--- config.mk ---
export PLATFORM = sky130hd
export DESIGN_NAME = power_mgmt_status_regs
export DESIGN_NICKNAME = d
export VERILOG_FILES = /design/src/core/pm_regs_pkg.sv /design/src/core/power_mgmt_status_regs.sv /design/src/core/packet_shifter.sv
export SDC_FILE = /design/constraint.sdc
export NUM_CORES = 1
export LEC_CHECK = 0
export ABC_AREA = 1
export BUFFER_PORTS_ARGS = -buffer_cell sky130_fd_sc_hd__buf_2
export CORE_ASPECT_RATIO = 0.75
export CORE_MARGIN = 2
export CORE_UTILIZATION = 51
export CTS_CLUSTER_DIAMETER = 40
export DETAILED_ROUTE_END_ITERATION = 10
export PLACE_DENSITY = 0.84
export SETUP_SLACK_MARGIN = 0.4
export SLEW_MARGIN = 20
export SYNTH_ARGS = -nofsm -noshare
export SYNTH_HDL_FRONTEND = slang
export SYNTH_SLANG_ARGS = --single-unit
--- constraint.sdc ---
create_clock -name clk -period 5.35 [get_ports clk]
set_input_delay 0.8025 -clock clk [delete_from_list [all_inputs] [get_ports clk]]
set_output_delay 0.8025 -clock clk [all_outputs]
set_load 0.01 [all_outputs]
--- src/core/pm_regs_pkg.sv ---
`default_nettype none
package pm_regs_pkg;
  // Memory-mapped window above the control register base
  localparam logic [15:0] WIN_LO           = 16'h8500;
  localparam logic [15:0] WIN_HI           = 16'h8fff;
  localparam logic [15:0] OFS_STATUS       = 16'h8500;
  localparam logic [15:0] OFS_PKT_CTRL     = 16'h8504;
  localparam logic [15:0] OFS_CLK_STOP     = 16'h8508;
  localparam logic [15:0] OFS_PKT_DATA     = 16'h850c;
  // Special-instruction register addresses
  localparam logic [31:0] ADR_RANGE_BASE   = 32'hffffff6c;
  localparam logic [31:0] ADR_RANGE_MASK   = 32'hffffff7c;
  // Status flag positions
  localparam int          BIT_PIN          = 0;
  localparam int          BIT_IO           = 1;
  localparam int          BIT_MEM          = 2;
  // Packet bit set by a range hit
  localparam int          BIT_RANGE_HIT    = 1;
  // Control fields
  localparam int          FLD_IVL_LO       = 3;
  localparam int          BIT_CLK_STOP     = 0;
  // Reset values
  localparam logic [7:0]  RST_BYTE         = 8'h00;
  localparam logic [31:0] RST_RANGE        = 32'h00000000;
  // Packet framing in clocks
  localparam int          START_CLKS       = 2;
  localparam int          STOP_CLKS        = 1;
  localparam int          PKT_BITS         = 8;
  // Transmission interval choices in ns
  localparam int          CLK_NS           = 40;
  localparam int          IVL0_NS          = 1000;
  localparam int          IVL1_NS          = 2500;
  localparam int          IVL2_NS          = 5000;
  localparam int          IVL3_NS          = 10000;
  localparam logic [8:0]  IVL0_CLKS        = 9'((IVL0_NS + CLK_NS - 1) / CLK_NS);
  localparam logic [8:0]  IVL1_CLKS        = 9'((IVL1_NS + CLK_NS - 1) / CLK_NS);
  localparam logic [8:0]  IVL2_CLKS        = 9'((IVL2_NS + CLK_NS - 1) / CLK_NS);
  localparam logic [8:0]  IVL3_CLKS        = 9'((IVL3_NS + CLK_NS - 1) / CLK_NS);

  // Register access request from the core
  typedef struct packed {
    logic        wr;
    logic        rd;
    logic        special;
    logic [31:0] addr;
    logic [31:0] wdata;
  } reg_req_s;

  // Trap and event sources
  typedef struct packed {
    logic        vga_mem_trap;
    logic        vga_io_trap;
    logic        mgmt_pin;
    logic        mem_valid;
    logic [31:0] mem_addr;
    logic [7:0]  cpu_events;
  } pm_evt_s;

  typedef enum logic [1:0] {TX_IDLE, TX_START, TX_DATA, TX_STOP} tx_state_e;
endpackage
`default_nettype wire

--- src/core/power_mgmt_status_regs.sv ---
`default_nettype none
module power_mgmt_status_regs
  import pm_regs_pkg::*;
(
  input  wire logic     clk,
  input  wire logic     rst,
  input  wire reg_req_s req,
  input  wire pm_evt_s  evt,
  output logic [31:0]   rdata,
  output logic          clk_stop_en,
  output logic          packet_serial_out
);
  logic [2:0]  status_r;
  logic [7:0]  pkt_ctrl_r;
  logic [7:0]  clk_stop_r;
  logic [7:0]  pkt_data_r;
  logic [31:0] range_base_r;
  logic [31:0] range_mask_r;
  logic        pkt_done;
  logic        range_hit;
  logic [2:0]  flag_set;
  logic [2:0]  flag_clr;
  logic [7:0]  pkt_set;

  function automatic logic win_hit(input reg_req_s r, input logic [15:0] ofs);
    win_hit = !r.special && (r.addr[15:0] == ofs);
  endfunction

  // Any implemented window register; other offsets are silently ignored
  function automatic logic win_any(input reg_req_s r);
    win_any = win_hit(r, OFS_STATUS) || win_hit(r, OFS_PKT_CTRL) ||
              win_hit(r, OFS_CLK_STOP) || win_hit(r, OFS_PKT_DATA);
  endfunction

  ////////////////////////////////////////////////////////////////////////////
  // Range decode; a set mask bit takes part in the compare
  assign range_hit = evt.mem_valid &&
                     (((evt.mem_addr ^ range_base_r) & range_mask_r) == 32'h00000000);

  // Special-cycle registers, never reachable through the window
  always_ff @(posedge clk or posedge rst) begin
    if (rst) begin
      range_base_r <= RST_RANGE;
      range_mask_r <= RST_RANGE;
    end else if (req.wr && req.special) begin
      if (req.addr == ADR_RANGE_BASE) range_base_r <= req.wdata;
      if (req.addr == ADR_RANGE_MASK) range_mask_r <= req.wdata;
    end
  end

  ////////////////////////////////////////////////////////////////////////////
  // Sticky trap flags
  assign flag_set = {evt.vga_mem_trap, evt.vga_io_trap, evt.mgmt_pin};
  assign flag_clr = (req.wr && win_hit(req, OFS_STATUS)) ? req.wdata[2:0] : 3'h0;

  // Set term ORed last so a same-cycle event is never lost
  always_ff @(posedge clk or posedge rst) begin
    if (rst) begin
      status_r <= 3'h0;
    end else begin
      status_r <= (status_r & ~flag_clr) | flag_set;
    end
  end

  ////////////////////////////////////////////////////////////////////////////
  // Control and clock-stop registers, low byte implemented
  always_ff @(posedge clk or posedge rst) begin
    if (rst) begin
      pkt_ctrl_r <= RST_BYTE;
      clk_stop_r <= RST_BYTE;
    end else if (req.wr) begin
      if (win_hit(req, OFS_PKT_CTRL)) pkt_ctrl_r <= req.wdata[7:0];
      if (win_hit(req, OFS_CLK_STOP)) clk_stop_r <= req.wdata[7:0];
    end
  end
  assign clk_stop_en = clk_stop_r[BIT_CLK_STOP];

  ////////////////////////////////////////////////////////////////////////////
  // Packet accumulation; enabled events only, bit 1 from range decode
  // Bit 1 is never gated, so a range hit reaches every packet
  always_comb begin
    pkt_set = evt.cpu_events & pkt_ctrl_r & ~8'h18;
    pkt_set[BIT_RANGE_HIT] = range_hit;
  end

  // Clear on capture, but a new event in that cycle survives
  always_ff @(posedge clk or posedge rst) begin
    if (rst) begin
      pkt_data_r <= RST_BYTE;
    end else if (req.wr && win_hit(req, OFS_PKT_DATA)) begin
      pkt_data_r <= req.wdata[7:0] | pkt_set;
    end else if (pkt_done) begin
      pkt_data_r <= pkt_set;
    end else begin
      pkt_data_r <= pkt_data_r | pkt_set;
    end
  end

  packet_shifter #(
    .W (PKT_BITS)
  ) u_shift (
    .clk               (clk),
    .rst               (rst),
    .ivl_sel           (pkt_ctrl_r[FLD_IVL_LO +: 2]),
    .pkt               (pkt_data_r),
    .pkt_done          (pkt_done),
    .packet_serial_out (packet_serial_out)
  );

  ////////////////////////////////////////////////////////////////////////////
  // Read data, registered; reserved bits read zero
  always_ff @(posedge clk or posedge rst) begin
    if (rst) begin
      rdata <= 32'h00000000;
    end else if (req.rd) begin
      rdata <= 32'h00000000;
      if (req.special) begin
        if (req.addr == ADR_RANGE_BASE) rdata <= range_base_r;
        if (req.addr == ADR_RANGE_MASK) rdata <= range_mask_r;
      end else begin
        if (win_hit(req, OFS_STATUS))   rdata <= {29'h0, status_r};
        if (win_hit(req, OFS_PKT_CTRL)) rdata <= {24'h0, pkt_ctrl_r};
        if (win_hit(req, OFS_CLK_STOP)) rdata <= {24'h0, clk_stop_r};
        if (win_hit(req, OFS_PKT_DATA)) rdata <= {24'h0, pkt_data_r};
      end
    end
  end

  ////////////////////////////////////////////////////////////////////////////
  // Status flags: set by their own source only, cleared only by a one
  a_flag_sticky: assert property (@(posedge clk) disable iff (rst)
    status_r[BIT_MEM] && !flag_clr[BIT_MEM] |=> status_r[BIT_MEM])
    else $error("memory trap flag dropped without clear");
  a_set_wins: assert property (@(posedge clk) disable iff (rst)
    evt.vga_io_trap |=> status_r[BIT_IO])
    else $error("I/O trap event lost");
  a_pin_flag: assert property (@(posedge clk) disable iff (rst)
    evt.mgmt_pin |=> status_r[BIT_PIN])
    else $error("pin flag not set");
  a_clear_one: assert property (@(posedge clk) disable iff (rst)
    flag_clr[BIT_MEM] && !evt.vga_mem_trap |=> !status_r[BIT_MEM])
    else $error("write one did not clear flag");
  a_mem_set: assert property (@(posedge clk) disable iff (rst)
    evt.vga_mem_trap |=> status_r[BIT_MEM])
    else $error("memory trap flag not set");
  a_mem_quiet: assert property (@(posedge clk) disable iff (rst)
    !status_r[BIT_MEM] && !evt.vga_mem_trap |=> !status_r[BIT_MEM])
    else $error("memory trap flag set without event");
  a_io_quiet: assert property (@(posedge clk) disable iff (rst)
    !status_r[BIT_IO] && !evt.vga_io_trap |=> !status_r[BIT_IO])
    else $error("I/O trap flag set without event");
  a_pin_quiet: assert property (@(posedge clk) disable iff (rst)
    !status_r[BIT_PIN] && !evt.mgmt_pin |=> !status_r[BIT_PIN])
    else $error("pin flag set without event");
  a_io_sticky: assert property (@(posedge clk) disable iff (rst)
    status_r[BIT_IO] && !flag_clr[BIT_IO] |=> status_r[BIT_IO])
    else $error("I/O trap flag dropped without clear");
  a_pin_sticky: assert property (@(posedge clk) disable iff (rst)
    status_r[BIT_PIN] && !flag_clr[BIT_PIN] |=> status_r[BIT_PIN])
    else $error("pin flag dropped without clear");
  a_io_clear: assert property (@(posedge clk) disable iff (rst)
    flag_clr[BIT_IO] && !evt.vga_io_trap |=> !status_r[BIT_IO])
    else $error("write one did not clear I/O flag");
  a_pin_clear: assert property (@(posedge clk) disable iff (rst)
    flag_clr[BIT_PIN] && !evt.mgmt_pin |=> !status_r[BIT_PIN])
    else $error("write one did not clear pin flag");

  // Packet register: events accumulate, capture empties it
  a_range_bit: assert property (@(posedge clk) disable iff (rst)
    range_hit && !pkt_done |=> pkt_data_r[BIT_RANGE_HIT])
    else $error("range hit not recorded");
  a_pkt_clear: assert property (@(posedge clk) disable iff (rst)
    pkt_done && !req.wr && pkt_set == 8'h00 |=> pkt_data_r == 8'h00)
    else $error("packet not cleared after capture");
  a_pkt_accum: assert property (@(posedge clk) disable iff (rst)
    !pkt_done && !(req.wr && win_hit(req, OFS_PKT_DATA)) |=>
      (pkt_data_r & $past(pkt_data_r)) == $past(pkt_data_r))
    else $error("packet bit lost before capture");

  // Register writes land next cycle and nothing else moves them
  a_base_guard: assert property (@(posedge clk) disable iff (rst)
    req.wr && !req.special |=> $stable(range_base_r) && $stable(range_mask_r))
    else $error("base or mask changed by window write");
  a_base_write: assert property (@(posedge clk) disable iff (rst)
    req.wr && req.special && req.addr == ADR_RANGE_BASE |=> range_base_r == $past(req.wdata))
    else $error("base write not taken");
  a_mask_write: assert property (@(posedge clk) disable iff (rst)
    req.wr && req.special && req.addr == ADR_RANGE_MASK |=> range_mask_r == $past(req.wdata))
    else $error("mask write not taken");
  a_ctrl_write: assert property (@(posedge clk) disable iff (rst)
    req.wr && win_hit(req, OFS_PKT_CTRL) |=> pkt_ctrl_r == $past(req.wdata[7:0]))
    else $error("control write not taken");
  a_ctrl_hold: assert property (@(posedge clk) disable iff (rst)
    !(req.wr && win_hit(req, OFS_PKT_CTRL)) |=> $stable(pkt_ctrl_r))
    else $error("control changed without write");
  a_cstop_write: assert property (@(posedge clk) disable iff (rst)
    req.wr && win_hit(req, OFS_CLK_STOP) |=> clk_stop_r == $past(req.wdata[7:0]))
    else $error("clock-stop write not taken");
  a_cstop_hold: assert property (@(posedge clk) disable iff (rst)
    !(req.wr && win_hit(req, OFS_CLK_STOP)) |=> $stable(clk_stop_en))
    else $error("suspend enable changed without write");
  a_wr_unmapped: assert property (@(posedge clk) disable iff (rst)
    req.wr && !req.special && !win_any(req) |=> $stable(pkt_ctrl_r) && $stable(clk_stop_r))
    else $error("unmapped window write changed a register");

  // Read data one cycle after the strobe
  a_status_read: assert property (@(posedge clk) disable iff (rst)
    req.rd && win_hit(req, OFS_STATUS) |=> rdata[31:3] == 29'h0 && rdata[2:0] == $past(status_r))
    else $error("status read mismatch");
  a_rd_ctrl: assert property (@(posedge clk) disable iff (rst)
    req.rd && win_hit(req, OFS_PKT_CTRL) |=> rdata == {24'h0, $past(pkt_ctrl_r)})
    else $error("control read mismatch");
  a_rd_pkt: assert property (@(posedge clk) disable iff (rst)
    req.rd && win_hit(req, OFS_PKT_DATA) |=> rdata == {24'h0, $past(pkt_data_r)})
    else $error("packet read mismatch");
  a_rd_base: assert property (@(posedge clk) disable iff (rst)
    req.rd && req.special && req.addr == ADR_RANGE_BASE |=> rdata == $past(range_base_r))
    else $error("base read mismatch");
  a_rd_unmapped: assert property (@(posedge clk) disable iff (rst)
    req.rd && !req.special && !win_any(req) |=> rdata == 32'h00000000)
    else $error("unmapped window read not zero");
endmodule
`default_nettype wire

--- src/core/packet_shifter.sv ---
`default_nettype none
module packet_shifter
  import pm_regs_pkg::*;
#(
  parameter int W = 8
) (
  input  wire logic         clk,
  input  wire logic         rst,
  input  wire logic [1:0]   ivl_sel,
  input  wire logic [W-1:0] pkt,
  output logic              pkt_done,
  output logic              packet_serial_out
);
  tx_state_e   st_r;
  logic [8:0]  ivl_cnt_r;
  logic [3:0]  cnt_r;
  logic [W-1:0] sh_r;

  function automatic logic [8:0] ivl_clks(input logic [1:0] s);
    case (s)
      2'h0:    ivl_clks = IVL0_CLKS;
      2'h1:    ivl_clks = IVL1_CLKS;
      2'h2:    ivl_clks = IVL2_CLKS;
      default: ivl_clks = IVL3_CLKS;
    endcase
  endfunction

  // Interval wait, start pair, data MSB first, stop bit
  always_ff @(posedge clk or posedge rst) begin
    if (rst) begin
      st_r      <= TX_IDLE;
      ivl_cnt_r <= 9'h000;
      cnt_r     <= 4'h0;
      sh_r      <= '0;
      packet_serial_out <= 1'b0;
    end else begin
      case (st_r)
        TX_IDLE: begin
          packet_serial_out <= 1'b0;
          if (ivl_cnt_r >= ivl_clks(ivl_sel) - 9'h001) begin
            ivl_cnt_r <= 9'h000;
            st_r      <= TX_START;
            cnt_r     <= 4'h0;
            packet_serial_out <= 1'b1;
          end else begin
            ivl_cnt_r <= ivl_cnt_r + 9'h001;
          end
        end
        TX_START: begin
          // Sample packet late so events in the first start clock are carried
          packet_serial_out <= 1'b1;
          // Leave only after the second high clock, else the start pair is one clock short
          if (cnt_r == 4'(START_CLKS - 1)) begin
            st_r  <= TX_DATA;
            cnt_r <= 4'h0;
            sh_r  <= {pkt[W-2:0], 1'b0};
            packet_serial_out <= pkt[W-1];
          end else begin
            cnt_r <= cnt_r + 4'h1;
          end
        end
        TX_DATA: begin
          if (cnt_r == 4'(W - 1)) begin
            st_r <= TX_STOP;
            packet_serial_out <= 1'b1;
          end else begin
            cnt_r <= cnt_r + 4'h1;
            packet_serial_out <= sh_r[W-1];
            sh_r  <= {sh_r[W-2:0], 1'b0};
          end
        end
        TX_STOP: begin
          st_r <= TX_IDLE;
          packet_serial_out <= 1'b0;
        end
        default: st_r <= TX_IDLE;
      endcase
    end
  end

  // Packet captured at start-to-data hand-off
  assign pkt_done = (st_r == TX_START) && (cnt_r == 4'(START_CLKS - 1));

  a_stop_low: assert property (@(posedge clk) disable iff (rst)
    st_r == TX_STOP |=> packet_serial_out == 1'b0)
    else $error("serial out not low after stop bit");
  a_start_high: assert property (@(posedge clk) disable iff (rst)
    $rose(st_r == TX_START) |-> packet_serial_out ##1 packet_serial_out)
    else $error("start pair not two high clocks");
endmodule
`default_nettype wire

# ---- Word-level counts from Yosys, hierarchy flattened
# Cells that the tools add are included.
# W data, S select, Z words.
dict set report classes {
  add_sub_neg 3
  n_mux 28
  n_bitwise 8
  eq_ne 17
  magnitude_cmp 1
  reduce_logical 22
}
# cell n
set op_table {}
lappend op_table {{$mux W32} 6}
lappend op_table {{$eq A16 B16 Y1 const B} 4}
lappend op_table {{$eq A32 B32 Y1 const B} 2}
lappend op_table {{$and A32 B32 Y32} 1}
lappend op_table {{$logic_not A32 Y1} 1}
lappend op_table {{$mux W8} 4}
lappend op_table {{$xor A32 B32 Y32} 1}
lappend op_table {{$pmux W8 S3} 1}
lappend op_table {{$mux W9} 2}
lappend op_table {{$or A8 B8 Y8} 2}
lappend op_table {{$pmux W8 S2} 1}
lappend op_table {{$mux W4} 3}
lappend op_table {{$pmux W4 S3} 1}
lappend op_table {{$add A9 B1 Y9 const B} 1}
lappend op_table {{$ge A9 B9 Y1} 1}
lappend op_table {{$logic_and A1 B1 Y1} 9}
lappend op_table {{$reduce_and A3 Y1} 3}
lappend op_table {{$sub A9 B1 Y9 const B} 1}
lappend op_table {{$and A8 B8 Y8} 1}
lappend op_table {{$pmux W2 S4} 1}
lappend op_table {{$reduce_and A2 Y1} 4}
lappend op_table {{$eq A2 B2 Y1 const B} 3}
lappend op_table {{$mux W2} 3}
lappend op_table {{$mux W3} 2}
lappend op_table {{other kinds (15)} 21}
dict set report totals {
  output_inout_bits 34
  word_cells 91
  register_bits 147
  in_bits 113
}

# ---- Longest topological paths before layout
dict set report logic_depth {
  ltp_word 7
  ltp_mapped 12
  mapped_depth_nobuf 11
}

# ---- Hierarchy
# Synthesis repeated with hierarchy kept, for this count alone.
dict set report unflattened {
  hier_cells 1064
  hier_area_um2 8126.5
}
# mod cells_per_inst seq_area_each_um2 area_each_um2 instances
set by_module_without_submodules {}
lappend by_module_without_submodules {power_mgmt_status_regs 856 3078.0 6545.0 1}
lappend by_module_without_submodules {packet_shifter 208 575.6 1581.5 1}

# ---- Worst setup path before layout
# No wires, ideal clock.
dict set report synth_path {
  path_type {input to register}
  startpoint {input port req[64] in the netlist's numbering}
  endpoint {register clk_stop_r[0]}
  cell_stages 9
  slack_ps 3414
  t_arrival_ps 1813
  setup_ps 123
  path_buffers 2
  path_cell_list {buf_2 -> clkinv_2 -> nand2_1 -> nor2_4 -> and2_2 -> nand3_2 -> buf_2 -> nand2_1 -> o21ai_1}
}
dict set report synth_between {
  elab_chain_cells 3
}
# element line_no
set synth_rtl {}
lappend synth_rtl {{from (decl)} power_mgmt_status_regs.sv:7} ;# input wire reg_req_s req,
lappend synth_rtl {{$logic_not A1 Y1} power_mgmt_status_regs.sv:26} ;# win_hit = !r.special && (r.addr[15:0] == ofs);
lappend synth_rtl {{$logic_and A1 B1 Y1} power_mgmt_status_regs.sv:26}
lappend synth_rtl {{$reduce_and A2 Y1 (no line)} --}
lappend synth_rtl {{to (signal assigned)} power_mgmt_status_regs.sv:73} ;# if (win_hit(req, OFS_CLK_STOP)) clk_stop_r <= req.wdata[7:0];
lappend synth_rtl {{to (decl)} power_mgmt_status_regs.sv:15} ;# logic [7:0] clk_stop_r;
# Every way passes these cells.
# A chain may end at the register's enable or synchronous reset.

# ---- Worst setup path after layout
dict set report layout_path {
  startpoint {input port req[44] in the netlist's numbering}
  endpoint {register range_base_r[30]}
}
dict set report layout_between {
  elab_chain_cells 2
}
# element line_no
set layout_rtl {}
lappend layout_rtl {{$eq A32 B32 Y1} power_mgmt_status_regs.sv:46} ;# if (req.addr == ADR_RANGE_BASE) range_base_r <= req.wdata;
lappend layout_rtl {{$reduce_and A2 Y1 (no line)} --}
lappend layout_rtl {{to (signal assigned)} power_mgmt_status_regs.sv:46}
lappend layout_rtl {{to (decl)} power_mgmt_status_regs.sv:17} ;# logic [31:0] range_base_r;
# Every way passes these cells.

==> summary.txt <==
Setup path
  – Cells along the critical path: buf_2 -> nand2_1 -> nor2_1 -> nand2_2 -> nor2_4 -> nand3_4 -> nand2_1 -> o21ai_1
  – Worst Path Arrival: 3140 ps
  – Crit path launch: req[44]
  – Most used cell, CP: nand2_1
  – Worst r2r src: pkt_ctrl_r[3]$_DFFE_PP0P_
  – Required @ worst endpoint: about 5600 ps
  – Setup crit end kind: flop
  – Maximum fanout along the worst path: 64
  – Crit-path max cell delay: around 800 ps
  – CP max stage cell: nand3_4
  – CP Class: primary input to flop
  – WP buf/inv: 1
  – Top delay family on crit path: simple AND/OR/NAND/NOR gates
  – Startpoint type of the worst setup path: primary input

Clock tree
  – Max clock buf depth: 2
  – CTS Root Cell: clkbuf_16
  – Num CTS Buffers: 17
  – Clk slew on worst S/H paths: ~70 ps
  – Resize count post-CTS: 0
  – CTS tree: done
  – Clk sinks: roughly 150
  – Number of setup buffers added after CTS: 0
  – CTS H-Tree Depth: 4
  – Clk_lat worst skew: between 400 and 500 ps
  – Cts hold-fix bufs: 0

Power
  – Leakage power total: around 4.8 nW
  – Worst VDD drop: about 200 uV
  – Cell Pwr Density: 305.0 nW/um^2

Die
  – IO Count: approximately 150
  – Starting Density: 52.05%
  – Std-Cell Rows: 39
  – Die W: between 100 and 150 um
  – Die area: 16560 um^2
  – Die Span Y: roughly 110 um
  – Core outline area: 15220 um^2

Yosys
  – Avg Inst Size Synth: 7.554 um^2
  – Post-synthesis cell area: roughly 7900 um^2
  – Post-synthesis sequential area ratio: 46.11%
  – EDFF count, synth: 0
  – Synth Instances: 1049
  – Async set or reset register ratio after synthesis: between 90% and 100%
  – Mapped Nets: about 1200
  – Synth Register Bits: 146
  – Synth Warn #: 0
  – Synth cell types: 41
  – Post-synth top flop: dfrtp_1

Place
  – Setup Slack @ Placement: between 2000 and 2500 ps
  – DP HPWL: between 10 and 15 mm
  – I/O Buffers: approximately 140
  – GP Congestion: around 0.93

Final layout
  – Multi-input logic area: about 3600 um^2
  – Commonest non-fill, non-tap cell in the layout: nand2_1
  – Ant. Diodes: 0
  – Share of cells above drive strength 1: around 17%
  – Area Growth Syn to Fin: 16.97%
  – Most frequent cells in the layout: nand2_1, dfrtp_1, buf_2
  – Reg area: about 3700 um^2
  – Final net count: around 1300
  – # fillers: around 1300

STA
  – Setup TNS: 0 ps
  – Tmin final: between 2000 and 3000 ps
  – Final setup viols: 0
  – Final Max Tran Viols: 0
  – Maximum clock rate: roughly 350 MHz
  – Final Hold Vio Count: 0
  – Clock skew: between 10 and 15 ps
  – Setup ws final: approximately 2500 ps
  – RSZ-0062 raised after global routing: no
  – Period utilisation layout: 53.62%
  – Worst slew margin: about 38%
  – Worst-Margin Slew: approximately 930 ps

Route
  – DR pass1 iterations: 5
  – Routed via count: between 7000 and 8000
  – Post-DR wirelength/cell: ~15 um
  – Drt drc: 0
  – Vias/cell: between 5 and 6
  – Post-route ant nets: 0
  – Final WL: about 20 mm
  – DR iter-0 viols: 840

Hold path
  – Startpoint of the worst hold path: rdata[12]$_DFFE_PP0P_
  – Worst Hold Class: flop to flop

Global routing
  – GR Overflow Total: 0
  – First-pass GRT wire length: 34.41 mm
  – Pin count of the biggest net entering global routing: about 110
  – GRT Total Usage: 25.91%
  – Initial antenna violation count: 0
  – Vias in the first global route: approximately 7000

Run status
  – Status: finished clean

Flow run
  – Max cap viols: 0
sequential cells by signal, indices dropped and copies added, names as in the netlist:
register	cells
range_base_r	32
u_shift.packet_serial_out	1
pkt_data_r	8
u_shift.st_r	2
u_shift.ivl_cnt_r	9
status_r	3
range_mask_r	32
clk_stop_r	8
rdata	32
pkt_ctrl_r	8
u_shift.cnt_r	4
u_shift.sh_r	7
final cells by class:
class,count,area share (%)
clock buffers,17,4.590
clock inverters,14,1.539
inverters,121,4.995
multi-input cells,744,38.89
flip-flops and latches,146,39.42
well taps,205,2.767
repair buffers,144,7.802
report_power, final:
group / total [mW] / switching (mW) / internal, mW / leakage [nW]
sequential: 1.21 / 0.0471 / 1.16 / 1.99
clock: 1.15 / 0.501 / 0.651 / 0.263
combinational: 0.465 / 0.302 / 0.163 / 2.49
synthesized netlist by cell type (2+ instances only):
library cell,number,area share [%]
nand3_2,2,0.25
nor2_1,85,4.0
buf_2,21,1.3
dfrtp_1,146,46
nand3_4,2,0.44
o31ai_1,3,0.28
inv_1,118,5.6
a21oi_1,20,1.3
o21ai_1,99,6.3
nor2_8,2,0.51
buf_1,3,0.14
nand4_1,19,1.5
nand2_2,3,0.24
o21ai_0,37,2.3
xor2_1,8,0.88
o22ai_1,2,0.16
nand3_1,100,6.3
buf_6,5,0.71
ha_1,19,3.0
nand2_1,302,14
nor4_1,2,0.16
nor3_1,6,0.38
or2_2,8,0.63
nor2_4,4,0.57
a22oi_1,5,0.47
a31oi_1,6,0.47
clkbuf_1,8,0.38
worst reg2reg max path, stage by stage (launching register included):
cell     delay [ps]
dfrtp_1         460
inv_1           100
ha_1            280
inv_1            40
ha_1            290
a21oi_1         120
o21ai_0          90
a21oi_1         240
nand4_2         270
nand2_1         210
nand2_1          70
nand2_1          60
metrics by stage:
stage | total power, mW | utilization (%) | area [um^2] | hold slack [ps] | cells
6_report | 2.827 | 60.88 | 9269 | 472.6 | 1391
5_1_grt | 2.970 | 60.88 | 9269 | 487.1 | 1391
4_1_cts | 2.830 | 60.86 | 9266 | 478.3 | 1391
3_5_place_dp | 1.692 | 57.13 | 8698 | 461.1 | 1360
3_3_place_gp | 1.672 | 57.13 | 8698 | 456.7 | 1360
2_1_floorplan | 1.554 | - | 7924 | 455.9 | 1049
kinds of logic after synthesis:
family                   synth area share [%]
multiplexers                           0.1263
AO/OA/AOI/OAI                           11.34
XOR/XNOR                               0.9948
buffers and inverters                   8.400
other                                 0.04733
AND/OR/NAND/NOR                         29.99
adder cells (fa/ha/maj)                 3.000
flip-flops                              46.11
metal layers:
| layer | share of wire [%] | wire, um | GRT usage [%] | vias to the layer above |
|---|---|---|---|---|
| met5 | 0 | 0 | 0 | - |
| met4 | 1.6 | 337 | 6.603 | 0 |
| met3 | 8.6 | 1770 | 6.721 | 33 |
| met2 | 44 | 8913 | 39.32 | 310 |
| met1 | 46 | 9445 | 37.33 | 3396 |
| li1 | - | - | - | 3646 |
path summary, 6_finish.rpt:
| path | depth (start not counted) | to | slack (ps) |
|---|---|---|---|
| max in group asynchronous | 3 | pkt_ctrl_r[3]$_DFFE_PP0P_ | 3830 |
| min | 2 | rdata[12]$_DFFE_PP0P_ | 470 |
| max reg2reg | 11 | u_shift.cnt_r[0]$_DFFE_PP0P_ | 3090 |
| min reg2reg | 2 | rdata[12]$_DFFE_PP0P_ | 470 |
| min in group asynchronous | 2 | u_shift.ivl_cnt_r[8]$_DFFE_PP0N_ | 510 |
| max | 8 | range_base_r[30]$_DFFE_PP0P_ | 2480 |
No activity file was read; power rests on OpenSTA's default activity.
